File: src/common/msc_cfg.svh
// Operation
// Idle until control supply is up
// Latch lock and direction straps at start
// Command below 1.0 V keeps outputs off
// Charge range pulses low sides each PWM cycle
// Run range sets duty from command
// Trapezoidal below 1 Hz, sinusoidal at or above
// Reverse rotation forces trapezoidal within one step
// No charging when reversed or coasting fast; the code does not end a precharge for either
// Jump to run range precharges 9 ms first; the code skips it in test mode or when reversed or fast
// Duty from 7-bit code, rising monotonically
// Command at or above 5.4 V gives 100%
// Power-up straps select test mode
// Test: full duty trapezoidal, no thermal, zero advance
// Host raises command last, lowers it first
// Host applies main supply within lock time
// No position change for lock time: lock fault
// Direction tracked after start, lock setting kept
// Code thresholds stand for 1.0, 2.1, 5.4 V
`ifndef MSC_CFG_SVH
`define MSC_CFG_SVH

// Speed command codes at 10 V full scale, 78.125 mV per step
`define MSC_CODE_CHG 7'h0d
`define MSC_CODE_RUN 7'h1b
`define MSC_CODE_FULL 7'h45
`define MSC_CODE_TEST 7'h68
// Advance input window around 2.75 V
`define MSC_ADV_TEST_LO 7'h21
`define MSC_ADV_TEST_HI 7'h25
`define MSC_DUTY_GAIN 7'h03
`define MSC_DUTY_MAX 7'h7f

// Timing
`define MSC_CLK_MHZ 250
`define MSC_PRECHG_US 9000
`define MSC_PRECHG_CYC (`MSC_PRECHG_US * `MSC_CLK_MHZ)
`define MSC_SINE_HZ 1
`define MSC_SINE_CYC ((`MSC_CLK_MHZ * 1000000) / `MSC_SINE_HZ)
`define MSC_STEP_CYC (`MSC_SINE_CYC / 6)
`define MSC_LOCK_MS 1000
`define MSC_LOCK_CYC (`MSC_LOCK_MS * `MSC_CLK_MHZ * 1000)
`define MSC_CHG_ON_CYC 7'h10

// Register offsets
`define MSC_REG_CTRL 8'h00
`define MSC_REG_STATUS 8'h04
`define MSC_REG_IRQ_STAT 8'h08
`define MSC_REG_IRQ_MASK 8'h0c
`define MSC_REG_DUTY 8'h10
`define MSC_CTRL_RESET 1'b1
`define MSC_IRQ_MASK_RESET 4'h0

`endif

File: src/common/msc_pkg.sv
package msc_pkg;

    typedef enum logic [5:0] {
        MSC_ST_OFF = 6'h01,
        MSC_ST_LATCH = 6'h02,
        MSC_ST_IDLE = 6'h04,
        MSC_ST_CHARGE = 6'h08,
        MSC_ST_PRECHG = 6'h10,
        MSC_ST_RUN = 6'h20
    } msc_state_e;

    typedef struct packed {
        logic [7:0] addr;
        logic [31:0] wdata;
        logic we;
        logic re;
    } msc_req_s;

    typedef struct packed {
        logic fast;
        logic reverse;
        logic locked;
    } msc_hall_s;

    // Irq bits: lock, reverse, sine entry, supply loss
    typedef struct packed {
        logic supply_lost;
        logic sine_on;
        logic reverse;
        logic lock;
    } msc_irq_s;

endpackage

File: src/msc_sync.sv
`timescale 1ns/1ps
`default_nettype none
module msc_sync #(
    parameter int WIDTH = 1
) (
    input wire logic clock,
    input wire logic rst_n,
    input wire logic clk_en,
    input wire logic [WIDTH-1:0] pin,
    output logic [WIDTH-1:0] level_q
);
    // Level taken once stages two and three agree
    genvar i;
    for (i = 0; i < WIDTH; i++) begin : g_bit
        logic s1_q;
        logic s2_q;
        logic s3_q;
        always_ff @(posedge clock or negedge rst_n) begin
            if (!rst_n) begin
                s1_q <= 1'b0;
                s2_q <= 1'b0;
                s3_q <= 1'b0;
                level_q[i] <= 1'b0;
            end else if (clk_en) begin
                s1_q <= pin[i];
                s2_q <= s1_q;
                s3_q <= s2_q;
                if (s2_q == s3_q) begin
                    level_q[i] <= s3_q;
                end
            end
        end
    end
endmodule
`default_nettype wire

File: src/msc_hall_mon.sv
`timescale 1ns/1ps
`default_nettype none
module msc_hall_mon
    import msc_pkg::*;
#(
    parameter int STEP_CYC = 41666666,
    parameter int LOCK_CYC = 250000000
) (
    input wire logic clock,
    input wire logic rst_n,
    input wire logic clk_en,
    input wire logic [2:0] hall,
    input wire logic dir_fwd,
    input wire logic restart,
    output msc_hall_s mon_q
);
    logic [2:0] hall_q;
    logic [2:0] sec_new;
    logic [2:0] sec_old;
    logic [2:0] sec_next;
    logic [2:0] sec_prev;
    logic [27:0] step_cnt_q;
    logic [27:0] lock_cnt_q;
    logic changed;
    logic fwd_step;
    logic rev_step;

    // Forward sector order of the position code
    function automatic logic [2:0] sector(input logic [2:0] h);
        case (h)
            3'h5: sector = 3'h0;
            3'h4: sector = 3'h1;
            3'h6: sector = 3'h2;
            3'h2: sector = 3'h3;
            3'h3: sector = 3'h4;
            3'h1: sector = 3'h5;
            default: sector = 3'h7;
        endcase
    endfunction

    assign sec_new = sector(hall);
    assign sec_old = sector(hall_q);
    assign sec_next = (sec_old == 3'h5) ? 3'h0 : sec_old + 3'h1;
    assign sec_prev = (sec_old == 3'h0) ? 3'h5 : sec_old - 3'h1;
    assign changed = hall != hall_q;
    assign fwd_step = changed && sec_old != 3'h7 && sec_new == sec_next;
    assign rev_step = changed && sec_old != 3'h7 && sec_new == sec_prev;

    // Step interval sets the fast flag; counters saturate
    always_ff @(posedge clock or negedge rst_n) begin
        if (!rst_n) begin
            hall_q <= 3'h0;
            step_cnt_q <= 28'h0;
            mon_q.fast <= 1'b0;
        end else if (clk_en) begin
            hall_q <= hall;
            if (changed) begin
                step_cnt_q <= 28'h0;
                mon_q.fast <= step_cnt_q < 28'(STEP_CYC);
            end else if (step_cnt_q != 28'hfffffff) begin
                step_cnt_q <= step_cnt_q + 28'h1;
                if (step_cnt_q >= 28'(STEP_CYC)) begin
                    mon_q.fast <= 1'b0;
                end
            end
        end
    end

    // Wrong-way step flags reverse within one 60 degree step
    always_ff @(posedge clock or negedge rst_n) begin
        if (!rst_n) begin
            mon_q.reverse <= 1'b0;
        end else if (clk_en) begin
            if (dir_fwd ? rev_step : fwd_step) begin
                mon_q.reverse <= 1'b1;
            end else if (dir_fwd ? fwd_step : rev_step) begin
                mon_q.reverse <= 1'b0;
            end
        end
    end

    // Lock timer restarts on any change or a new start
    always_ff @(posedge clock or negedge rst_n) begin
        if (!rst_n) begin
            lock_cnt_q <= 28'h0;
            mon_q.locked <= 1'b0;
        end else if (clk_en) begin
            if (changed || restart) begin
                lock_cnt_q <= 28'h0;
                mon_q.locked <= 1'b0;
            end else if (lock_cnt_q >= 28'(LOCK_CYC)) begin
                mon_q.locked <= 1'b1;
            end else begin
                lock_cnt_q <= lock_cnt_q + 28'h1;
            end
        end
    end
endmodule
`default_nettype wire

File: src/msc_top.sv
// Local design decisions: the plain strobed port and the register addresses.
`timescale 1ns/1ps
`default_nettype none
`include "msc_cfg.svh"
module msc_top
    import msc_pkg::*;
#(
    parameter int PRECHG_CYC = `MSC_PRECHG_CYC,
    parameter int STEP_CYC = `MSC_STEP_CYC,
    parameter int LOCK_CYC = `MSC_LOCK_CYC
) (
    input wire logic clock,
    input wire logic rst_n,
    input wire logic clk_en,
    input wire logic supply_ok,
    input wire logic lock_protect_select,
    input wire logic direction_select,
    input wire logic [2:0] position_sense,
    input wire logic [6:0] speed_code,
    input wire logic [6:0] advance_code,
    input wire msc_req_s bus_req,
    output logic [31:0] bus_rdata_q,
    output logic irq_q,
    output logic hs_pwm_q,
    output logic ls_charge_q,
    output logic sine_mode_q,
    output logic reverse_q,
    output logic lock_fault_q,
    output logic fault_q,
    output logic tsd_enable_q,
    output logic [6:0] advance_angle_q,
    output logic [6:0] duty_q
);
    msc_state_e state_q;
    msc_state_e state_d;
    msc_hall_s mon;
    msc_irq_s irq_stat_q;
    msc_irq_s irq_mask_q;
    msc_irq_s events;
    logic [5:0] pins_s;
    logic supply_s;
    logic mlp_s;
    logic dir_s;
    logic [2:0] hall_s;
    logic lock_en_q;
    logic dir_fwd_q;
    logic test_q;
    logic run_en_q;
    logic [22:0] prechg_cnt_q;
    logic prechg_done;
    logic [6:0] pwm_cnt_q;
    logic [6:0] duty_d;
    logic [6:0] code_off;
    logic skip_chg;
    logic in_run;
    logic reverse_d1_q;
    logic sine_d1_q;
    logic lock_d1_q;
    logic supply_d1_q;
    logic rd_irq;

    // Pin inputs share one synchroniser bank
    msc_sync #(
        .WIDTH(6)
    ) u_sync (
        .clock(clock),
        .rst_n(rst_n),
        .clk_en(clk_en),
        .pin({supply_ok, lock_protect_select, direction_select, position_sense}),
        .level_q(pins_s)
    );

    assign supply_s = pins_s[5];
    assign mlp_s = pins_s[4];
    assign dir_s = pins_s[3];
    assign hall_s = pins_s[2:0];

    msc_hall_mon #(
        .STEP_CYC(STEP_CYC),
        .LOCK_CYC(LOCK_CYC)
    ) u_hall (
        .clock(clock),
        .rst_n(rst_n),
        .clk_en(clk_en),
        .hall(hall_s),
        .dir_fwd(dir_fwd_q),
        .restart(state_q != MSC_ST_RUN),
        .mon_q(mon)
    );

    // No charging outside precharge while reversed or coasting fast
    assign skip_chg = mon.reverse || mon.fast;
    assign prechg_done = prechg_cnt_q >= 23'(PRECHG_CYC - 1);
    assign in_run = state_q == MSC_ST_RUN;

    // Startup sequencer
    always_comb begin
        state_d = state_q;
        unique case (state_q)
            MSC_ST_OFF: begin
                if (supply_s) begin
                    state_d = MSC_ST_LATCH;
                end
            end
            MSC_ST_LATCH: begin
                state_d = MSC_ST_IDLE;
            end
            MSC_ST_IDLE: begin
                if (!run_en_q) begin
                    state_d = MSC_ST_IDLE;
                end else if (speed_code >= `MSC_CODE_RUN) begin
                    // Sudden jump still charges first unless skipping or in test mode
                    state_d = (skip_chg || test_q) ? MSC_ST_RUN : MSC_ST_PRECHG;
                end else if (speed_code >= `MSC_CODE_CHG && !skip_chg) begin
                    state_d = MSC_ST_CHARGE;
                end
            end
            MSC_ST_CHARGE: begin
                if (!run_en_q || speed_code < `MSC_CODE_CHG || skip_chg) begin
                    state_d = MSC_ST_IDLE;
                end else if (speed_code >= `MSC_CODE_RUN) begin
                    state_d = MSC_ST_RUN;
                end
            end
            MSC_ST_PRECHG: begin
                if (!run_en_q || speed_code < `MSC_CODE_CHG) begin
                    state_d = MSC_ST_IDLE;
                end else if (prechg_done) begin
                    state_d = MSC_ST_RUN;
                end
            end
            MSC_ST_RUN: begin
                if (!run_en_q || speed_code < `MSC_CODE_RUN) begin
                    state_d = MSC_ST_IDLE;
                end
            end
        endcase
        if (!supply_s) begin
            state_d = MSC_ST_OFF;
        end
    end

    always_ff @(posedge clock or negedge rst_n) begin
        if (!rst_n) begin
            state_q <= MSC_ST_OFF;
        end else if (clk_en) begin
            state_q <= state_d;
        end
    end

    // Precharge timer, cleared outside its state
    always_ff @(posedge clock or negedge rst_n) begin
        if (!rst_n) begin
            prechg_cnt_q <= 23'h0;
        end else if (clk_en) begin
            if (state_q == MSC_ST_PRECHG) begin
                prechg_cnt_q <= prechg_cnt_q + 23'h1;
            end else begin
                prechg_cnt_q <= 23'h0;
            end
        end
    end

    // Straps: lock frozen at start, direction tracked
    always_ff @(posedge clock or negedge rst_n) begin
        if (!rst_n) begin
            lock_en_q <= 1'b0;
            dir_fwd_q <= 1'b1;
            test_q <= 1'b0;
        end else if (clk_en) begin
            if (state_q == MSC_ST_LATCH) begin
                lock_en_q <= !mlp_s;
                dir_fwd_q <= dir_s;
                test_q <= speed_code >= `MSC_CODE_TEST &&
                    advance_code >= `MSC_ADV_TEST_LO &&
                    advance_code <= `MSC_ADV_TEST_HI;
            end else if (state_q != MSC_ST_OFF) begin
                dir_fwd_q <= dir_s;
            end
        end
    end

    // Duty from the converted code; saturates at full scale
    always_comb begin
        code_off = speed_code - `MSC_CODE_RUN;
        if (speed_code >= `MSC_CODE_FULL || test_q) begin
            duty_d = `MSC_DUTY_MAX;
        end else if (speed_code < `MSC_CODE_RUN) begin
            duty_d = 7'h00;
        end else begin
            duty_d = 7'(code_off * `MSC_DUTY_GAIN);
        end
    end

    // PWM carrier; one period is one charge opportunity
    always_ff @(posedge clock or negedge rst_n) begin
        if (!rst_n) begin
            pwm_cnt_q <= 7'h00;
        end else if (clk_en) begin
            pwm_cnt_q <= pwm_cnt_q + 7'h01;
        end
    end

    // Gate outputs; max duty must mean always on, not 127 of 128
    always_ff @(posedge clock or negedge rst_n) begin
        if (!rst_n) begin
            hs_pwm_q <= 1'b0;
            ls_charge_q <= 1'b0;
            duty_q <= 7'h00;
        end else if (clk_en) begin
            duty_q <= in_run ? duty_d : 7'h00;
            hs_pwm_q <= in_run && !lock_fault_q &&
                (duty_d == `MSC_DUTY_MAX || pwm_cnt_q < duty_d);
            ls_charge_q <= (state_q == MSC_ST_CHARGE || state_q == MSC_ST_PRECHG)
                && pwm_cnt_q < `MSC_CHG_ON_CYC;
        end
    end

    // Drive mode and protection outputs
    always_ff @(posedge clock or negedge rst_n) begin
        if (!rst_n) begin
            sine_mode_q <= 1'b0;
            reverse_q <= 1'b0;
            lock_fault_q <= 1'b0;
            fault_q <= 1'b0;
            tsd_enable_q <= 1'b1;
            advance_angle_q <= 7'h00;
        end else if (clk_en) begin
            // Reverse drops sine at once; test stays trapezoidal
            sine_mode_q <= in_run && mon.fast && !mon.reverse && !test_q;
            reverse_q <= mon.reverse;
            if (!in_run) begin
                lock_fault_q <= 1'b0;
            end else if (lock_en_q && mon.locked) begin
                lock_fault_q <= 1'b1;
            end
            fault_q <= (in_run && lock_en_q && mon.locked) || mon.reverse;
            tsd_enable_q <= !test_q;
            advance_angle_q <= test_q ? 7'h00 : advance_code;
        end
    end

    // Edge history for interrupt events
    always_ff @(posedge clock or negedge rst_n) begin
        if (!rst_n) begin
            reverse_d1_q <= 1'b0;
            sine_d1_q <= 1'b0;
            lock_d1_q <= 1'b0;
            supply_d1_q <= 1'b0;
        end else if (clk_en) begin
            reverse_d1_q <= reverse_q;
            sine_d1_q <= sine_mode_q;
            lock_d1_q <= lock_fault_q;
            supply_d1_q <= supply_s;
        end
    end

    assign events.lock = lock_fault_q && !lock_d1_q;
    assign events.reverse = reverse_q && !reverse_d1_q;
    assign events.sine_on = sine_mode_q && !sine_d1_q;
    assign events.supply_lost = supply_d1_q && !supply_s;
    assign rd_irq = bus_req.re && bus_req.addr == `MSC_REG_IRQ_STAT;

    // Sticky status, read clears, a same-cycle event survives
    always_ff @(posedge clock or negedge rst_n) begin
        if (!rst_n) begin
            irq_stat_q <= '0;
            irq_q <= 1'b0;
        end else if (clk_en) begin
            irq_stat_q <= (rd_irq ? msc_irq_s'(4'h0) : irq_stat_q) | events;
            irq_q <= |(irq_stat_q & irq_mask_q);
        end
    end

    // Register writes
    always_ff @(posedge clock or negedge rst_n) begin
        if (!rst_n) begin
            run_en_q <= `MSC_CTRL_RESET;
            irq_mask_q <= `MSC_IRQ_MASK_RESET;
        end else if (clk_en && bus_req.we) begin
            if (bus_req.addr == `MSC_REG_CTRL) begin
                run_en_q <= bus_req.wdata[0];
            end
            if (bus_req.addr == `MSC_REG_IRQ_MASK) begin
                irq_mask_q <= bus_req.wdata[3:0];
            end
        end
    end

    // Read data one cycle after the strobe; unmapped reads zero
    always_ff @(posedge clock or negedge rst_n) begin
        if (!rst_n) begin
            bus_rdata_q <= 32'h0;
        end else if (clk_en) begin
            bus_rdata_q <= 32'h0;
            if (bus_req.re) begin
                case (bus_req.addr)
                    `MSC_REG_CTRL: bus_rdata_q <= {31'h0, run_en_q};
                    `MSC_REG_STATUS: bus_rdata_q <= {16'h0, 2'h0, state_q,
                        test_q, lock_en_q, dir_fwd_q, lock_fault_q,
                        mon.locked, mon.reverse, mon.fast, sine_mode_q};
                    `MSC_REG_IRQ_STAT: bus_rdata_q <= {28'h0, irq_stat_q};
                    `MSC_REG_IRQ_MASK: bus_rdata_q <= {28'h0, irq_mask_q};
                    `MSC_REG_DUTY: bus_rdata_q <= {25'h0, duty_q};
                    default: bus_rdata_q <= 32'h0;
                endcase
            end
        end
    end
endmodule
`default_nettype wire

File: config.mk
export PLATFORM = sky130hd
export DESIGN_NAME = msc_top
export DESIGN_NICKNAME = d
export VERILOG_FILES = /design/src/common/msc_pkg.sv /design/src/msc_sync.sv /design/src/msc_hall_mon.sv /design/src/msc_top.sv
export VERILOG_INCLUDE_DIRS = /design/src /design/src/common
export SDC_FILE = /design/constraint.sdc
export NUM_CORES = 1
export LEC_CHECK = 0
export ABC_CLOCK_PERIOD_IN_PS = 3150
export BUFFER_PORTS_ARGS = -buffer_cell sky130_fd_sc_hd__buf_2
export CAP_MARGIN = 20
export CORE_ASPECT_RATIO = 0.75
export CORE_UTILIZATION = 45
export CTS_CLUSTER_SIZE = 16
export DETAILED_ROUTE_END_ITERATION = 10
export MAX_ROUTING_LAYER = met4
export PLACE_DENSITY = 0.73
export SLEW_MARGIN = 20
export SYNTH_ARGS = -nofsm -noshare
export SYNTH_HDL_FRONTEND = slang
export SYNTH_HIERARCHICAL = 1
export SYNTH_SLANG_ARGS = --single-unit
File: constraint.sdc
create_clock -name clock -period 3.15 [get_ports clock]
set_input_delay 0.1575 -clock clock [delete_from_list [all_inputs] [get_ports clock]]
set_output_delay 0.1575 -clock clock [all_outputs]
set_load 0.005 [all_outputs]
==> flow_summary.toml <==
[run_status]
outcome = "completed"

[power]
p_per_area_nw_per_um2 = 542
switchingPower_mw = 1.97
leakage_nw = 4.97
switching_share_pct = 31.8
p_comb_share_pct = 21.3
ir_worst_vdd_mv = 0.416
pwr-share-seq_pct = 43.8
p_clk_share_pct = 34.9
p_int_mw = 4.22

[sta]
fin_crit_ns = 3.01
maxSlewViolCount = 0
fmax_mhz = 333
skew_ns = 0.00655
worstMarginPinSlew_ns = 0.711
tns_ns = 0
fin_crit_sh_pct = 95.4
hold_viol = 0
rsz0062_at_grt = "false"
setup_viol = 0
slew-limit-headroom_pct = 52.6

[layout]
final_util_pct = 53.7
stdcell_area_um2 = 11400
fin_cells = 1448
mostFrequentLayoutCells = "170 x dfrtp_1, 99 x nor2_1, 80 x nand2_1"
drive_gt1_share_pct = 17.4
synthToLayoutAreaGrowth_pct = 16.0
layout_commonest_cell = "dfrtp_1"
nFillCells = 1922
nets = 1232

[critical_path]
worst_setup_path_start_kind = "primary input"
slowest_delay_ns = 0.49
startpoint = "speed_code[0]"
crit_arrival_ns = 3.32
path_class = "in -> reg"
path_cells = "buf_2, buf_4, a21oi_2, xnor2_1, ha_1, a211oi_1, o21bai_1, a21oi_1, o21ba_2, nor4_2, ha_1, nand4_1, or4_1, a32oi_1, o31ai_1"
cp.required_ns = 3.47
reg2reg_depth = 9
path_buf_inv = 2
crit_top_cell = "ha_1"
reg2reg_to = "u_hall/lock_cnt_q[17]$_DFFE_PN0P_"
cp_max_fo = 10
crit_end = "hs_pwm_q$_DFFE_PN0P_"
regToRegSetupSlack_ns = 0.66
reg2reg_from = "state_q[1]$_DFFE_PN0P_"
cpLargestDelayFamily = "compound AO/OA/AOI/OAI gates"
cp_num_cells = 15
cpMaxStageDelayCell = "or4_1"
cp-end-kind = "flop"

[global_route]
grt-ovfl-total = 0
grt_usage_pct = 22.4
antenna_found_initial = 2
grt_pass1_wl_um = 39200
grt_max_degree = 113
first_global_vias = 7691

[synthesis]
async_flop_share_pct = 100
syn-cell-area_um2 = 9860
synth_cell_types = 82
yosys_warnings = 6
synth_mux_area_share_pct = 3.15
synth-seq-area-share_pct = 44.2
synth_compound_area_share_pct = 17.0
synth_top_family_by_area = "simple AND/OR/NAND/NOR gates"
synthAdderAreaFrac_pct = 2.97
ys_seq_elements = 174
synth_edf_count = 0
synthXorXnorAreaFrac_pct = 5.95
syn_inst = 1043
avgSynthCellArea_um2 = 9.45
yosys.area_share.simple_pct = 21.2
ys.flop_type = "dfrtp_1"

[drt]
wire_per_inst_um = 16.4
detail_route.first_pass.iterations = 6
ant_nets = 0
drcViolationCount = 0
drt_wl_total_um = 23800
vias = 8309
drt-initial-drc-count = 799
routed_via_density = 5.74

[place]
port_buffers = 72
dp_hpwl_um = 16300
place_area_um2 = 10600
dpl.cell_count = 1395
gp_congestion = 0.894

[floorplanning]
die-area_um2 = 22500
die_y_um = 130
core_area_um2 = 21300
start_util_pct = 46.3
fp-row-count = 46
die_w_um = 173
ioPinCount = 119

[clock_network]
cts_tree = "yes"
htree_num_levels = 4
clockBufferDepth = 2
clk_latency_ns = 0.44
cts.clk_slew.worst_paths_ns = 0.07
clkSinkCount = 174
cts_buffers = 17
cts_root_buf = "clkbuf_16"

[worst_hold_path]
hold_class = "in -> reg"
min_from = "bus_req[0]"

[job]
drv_cap = 0
power by group through the flow:
stage	sequential (mW)	clock [mW]	combinational [mW]
2_1_floorplan	2.61	0	1.01
3_3_place_gp	2.73	0	1.23
3_5_place_dp	2.74	0	1.27
4_1_cts	2.70	2.21	1.30
5_1_grt	2.74	2.30	1.47
6_report	2.71	2.16	1.32
registers in the layout, summed over array words and instances, names as in the netlist, 7 cells and up:
name	count
u_hall/lock_cnt_q	28
u_hall/step_cnt_q	28
prechg_cnt_q	23
bus_rdata_q	14
advance_angle_q	7
duty_q	7
pwm_cnt_q	7
cells in the mapped netlist, types with 5 or more instances:
| master | instances | area, um2 |
|---|---|---|
| a211oi_1 | 5 | 37.5 |
| a21o_1 | 6 | 45.0 |
| a21oi_1 | 42 | 210 |
| a22o_1 | 16 | 140 |
| a22oi_1 | 9 | 67.6 |
| a31oi_1 | 8 | 50.1 |
| a41o_1 | 5 | 50.1 |
| and2_1 | 7 | 43.8 |
| and3_1 | 15 | 93.8 |
| and4_1 | 5 | 43.8 |
| buf_1 | 5 | 18.8 |
| buf_2 | 17 | 85.1 |
| buf_4 | 21 | 158 |
| clkbuf_1 | 21 | 78.8 |
| dfrtp_1 | 170 | 4250 |
| ha_1 | 21 | 263 |
| inv_1 | 37 | 139 |
| mux2_2 | 24 | 270 |
| nand2_1 | 80 | 300 |
| nand2b_1 | 9 | 56.3 |
| nand3_1 | 43 | 215 |
| nand3b_1 | 11 | 82.6 |
| nand4_1 | 33 | 206 |
| nor2_1 | 100 | 375 |
| nor2b_1 | 6 | 37.5 |
| nor3_1 | 27 | 135 |
| nor4_1 | 12 | 75.1 |
| nor4_2 | 5 | 62.6 |
| o211ai_1 | 8 | 60.1 |
| o21ai_0 | 70 | 350 |
| o2bb2ai_1 | 28 | 245 |
| o31ai_1 | 7 | 52.6 |
| or2_2 | 5 | 31.3 |
| or3_1 | 9 | 56.3 |
| or4_1 | 6 | 45.0 |
| xnor2_1 | 33 | 289 |
| xor2_1 | 34 | 298 |
how the worst min path moves through the flow:
stage / slack [ns] / end / cells past startpoint
floorplan: -0.14 / advance_angle_q[0]$_DFFE_PN0P_ / 0
global placement: 0.23 / bus_rdata_q[8]$_DFFE_PN0P_ / 1
detailed placement: 0.24 / test_q$_DFFE_PN0P_ / 1
CTS: 0.006 / bus_rdata_q[0]$_DFFE_PN0P_ / 3
global route: 0.03 / bus_rdata_q[0]$_DFFE_PN0P_ / 3
finish: 0.02 / bus_rdata_q[0]$_DFFE_PN0P_ / 3
tightest hold or removal path, cell delays in order:
cell	delay (ns)
buf_2	0.12
nand2_1	0.08
o2bb2ai_1	0.07
timing repair:
item	4_1_cts	5_1_grt
setup endpoints to repair	0	1
setup buffers	0	0
resized for setup	0	2
hold endpoints to repair	84	0
hold buffers	18	0
cell families after synthesis:
| kind of cell | Yosys count |
|---|---|
| buf+inv | 107 |
| simple gates | 397 |
| compound gates | 246 |
| mux | 28 |
| xor+xnor | 67 |
| other cells | 1 |
| fa+ha+maj | 23 |
| flops | 174 |
through the flow:
stage               setup WS (ns)  hold WS, ns  total power, mW
CTS                         0.237      0.00621             6.22
global route              0.00971       0.0335             6.51
global placement           -0.144        0.230             3.96
detailed placement         -0.213        0.235             4.01
floorplan                  0.0362       -0.138             3.62
finish                      0.144       0.0250             6.19
layer usage:
metal,share of wire [%],global-route usage [%]
met1,50,31.9
met5,0,-
met3,6.0,4.22
met2,43,32.4
met4,1.2,6.56
area by class of cell:
| cell class | instances | area, um2 | share of cell area, % |
|---|---|---|---|
| Timing Repair Buffer | 135 | 912 | 7.98 |
| Tap cell | 288 | 360 | 3.15 |
| Sequential cell | 174 | 4360 | 38.1 |
| Antenna cell | 2 | 5.00 | 0.0438 |
| Inverter | 38 | 143 | 1.25 |
| Multi-Input combinational cell | 779 | 5050 | 44.2 |
| Clock buffer | 19 | 443 | 3.87 |
| Clock inverter | 13 | 158 | 1.38 |
No activity file was read; power rests on OpenSTA's default activity.
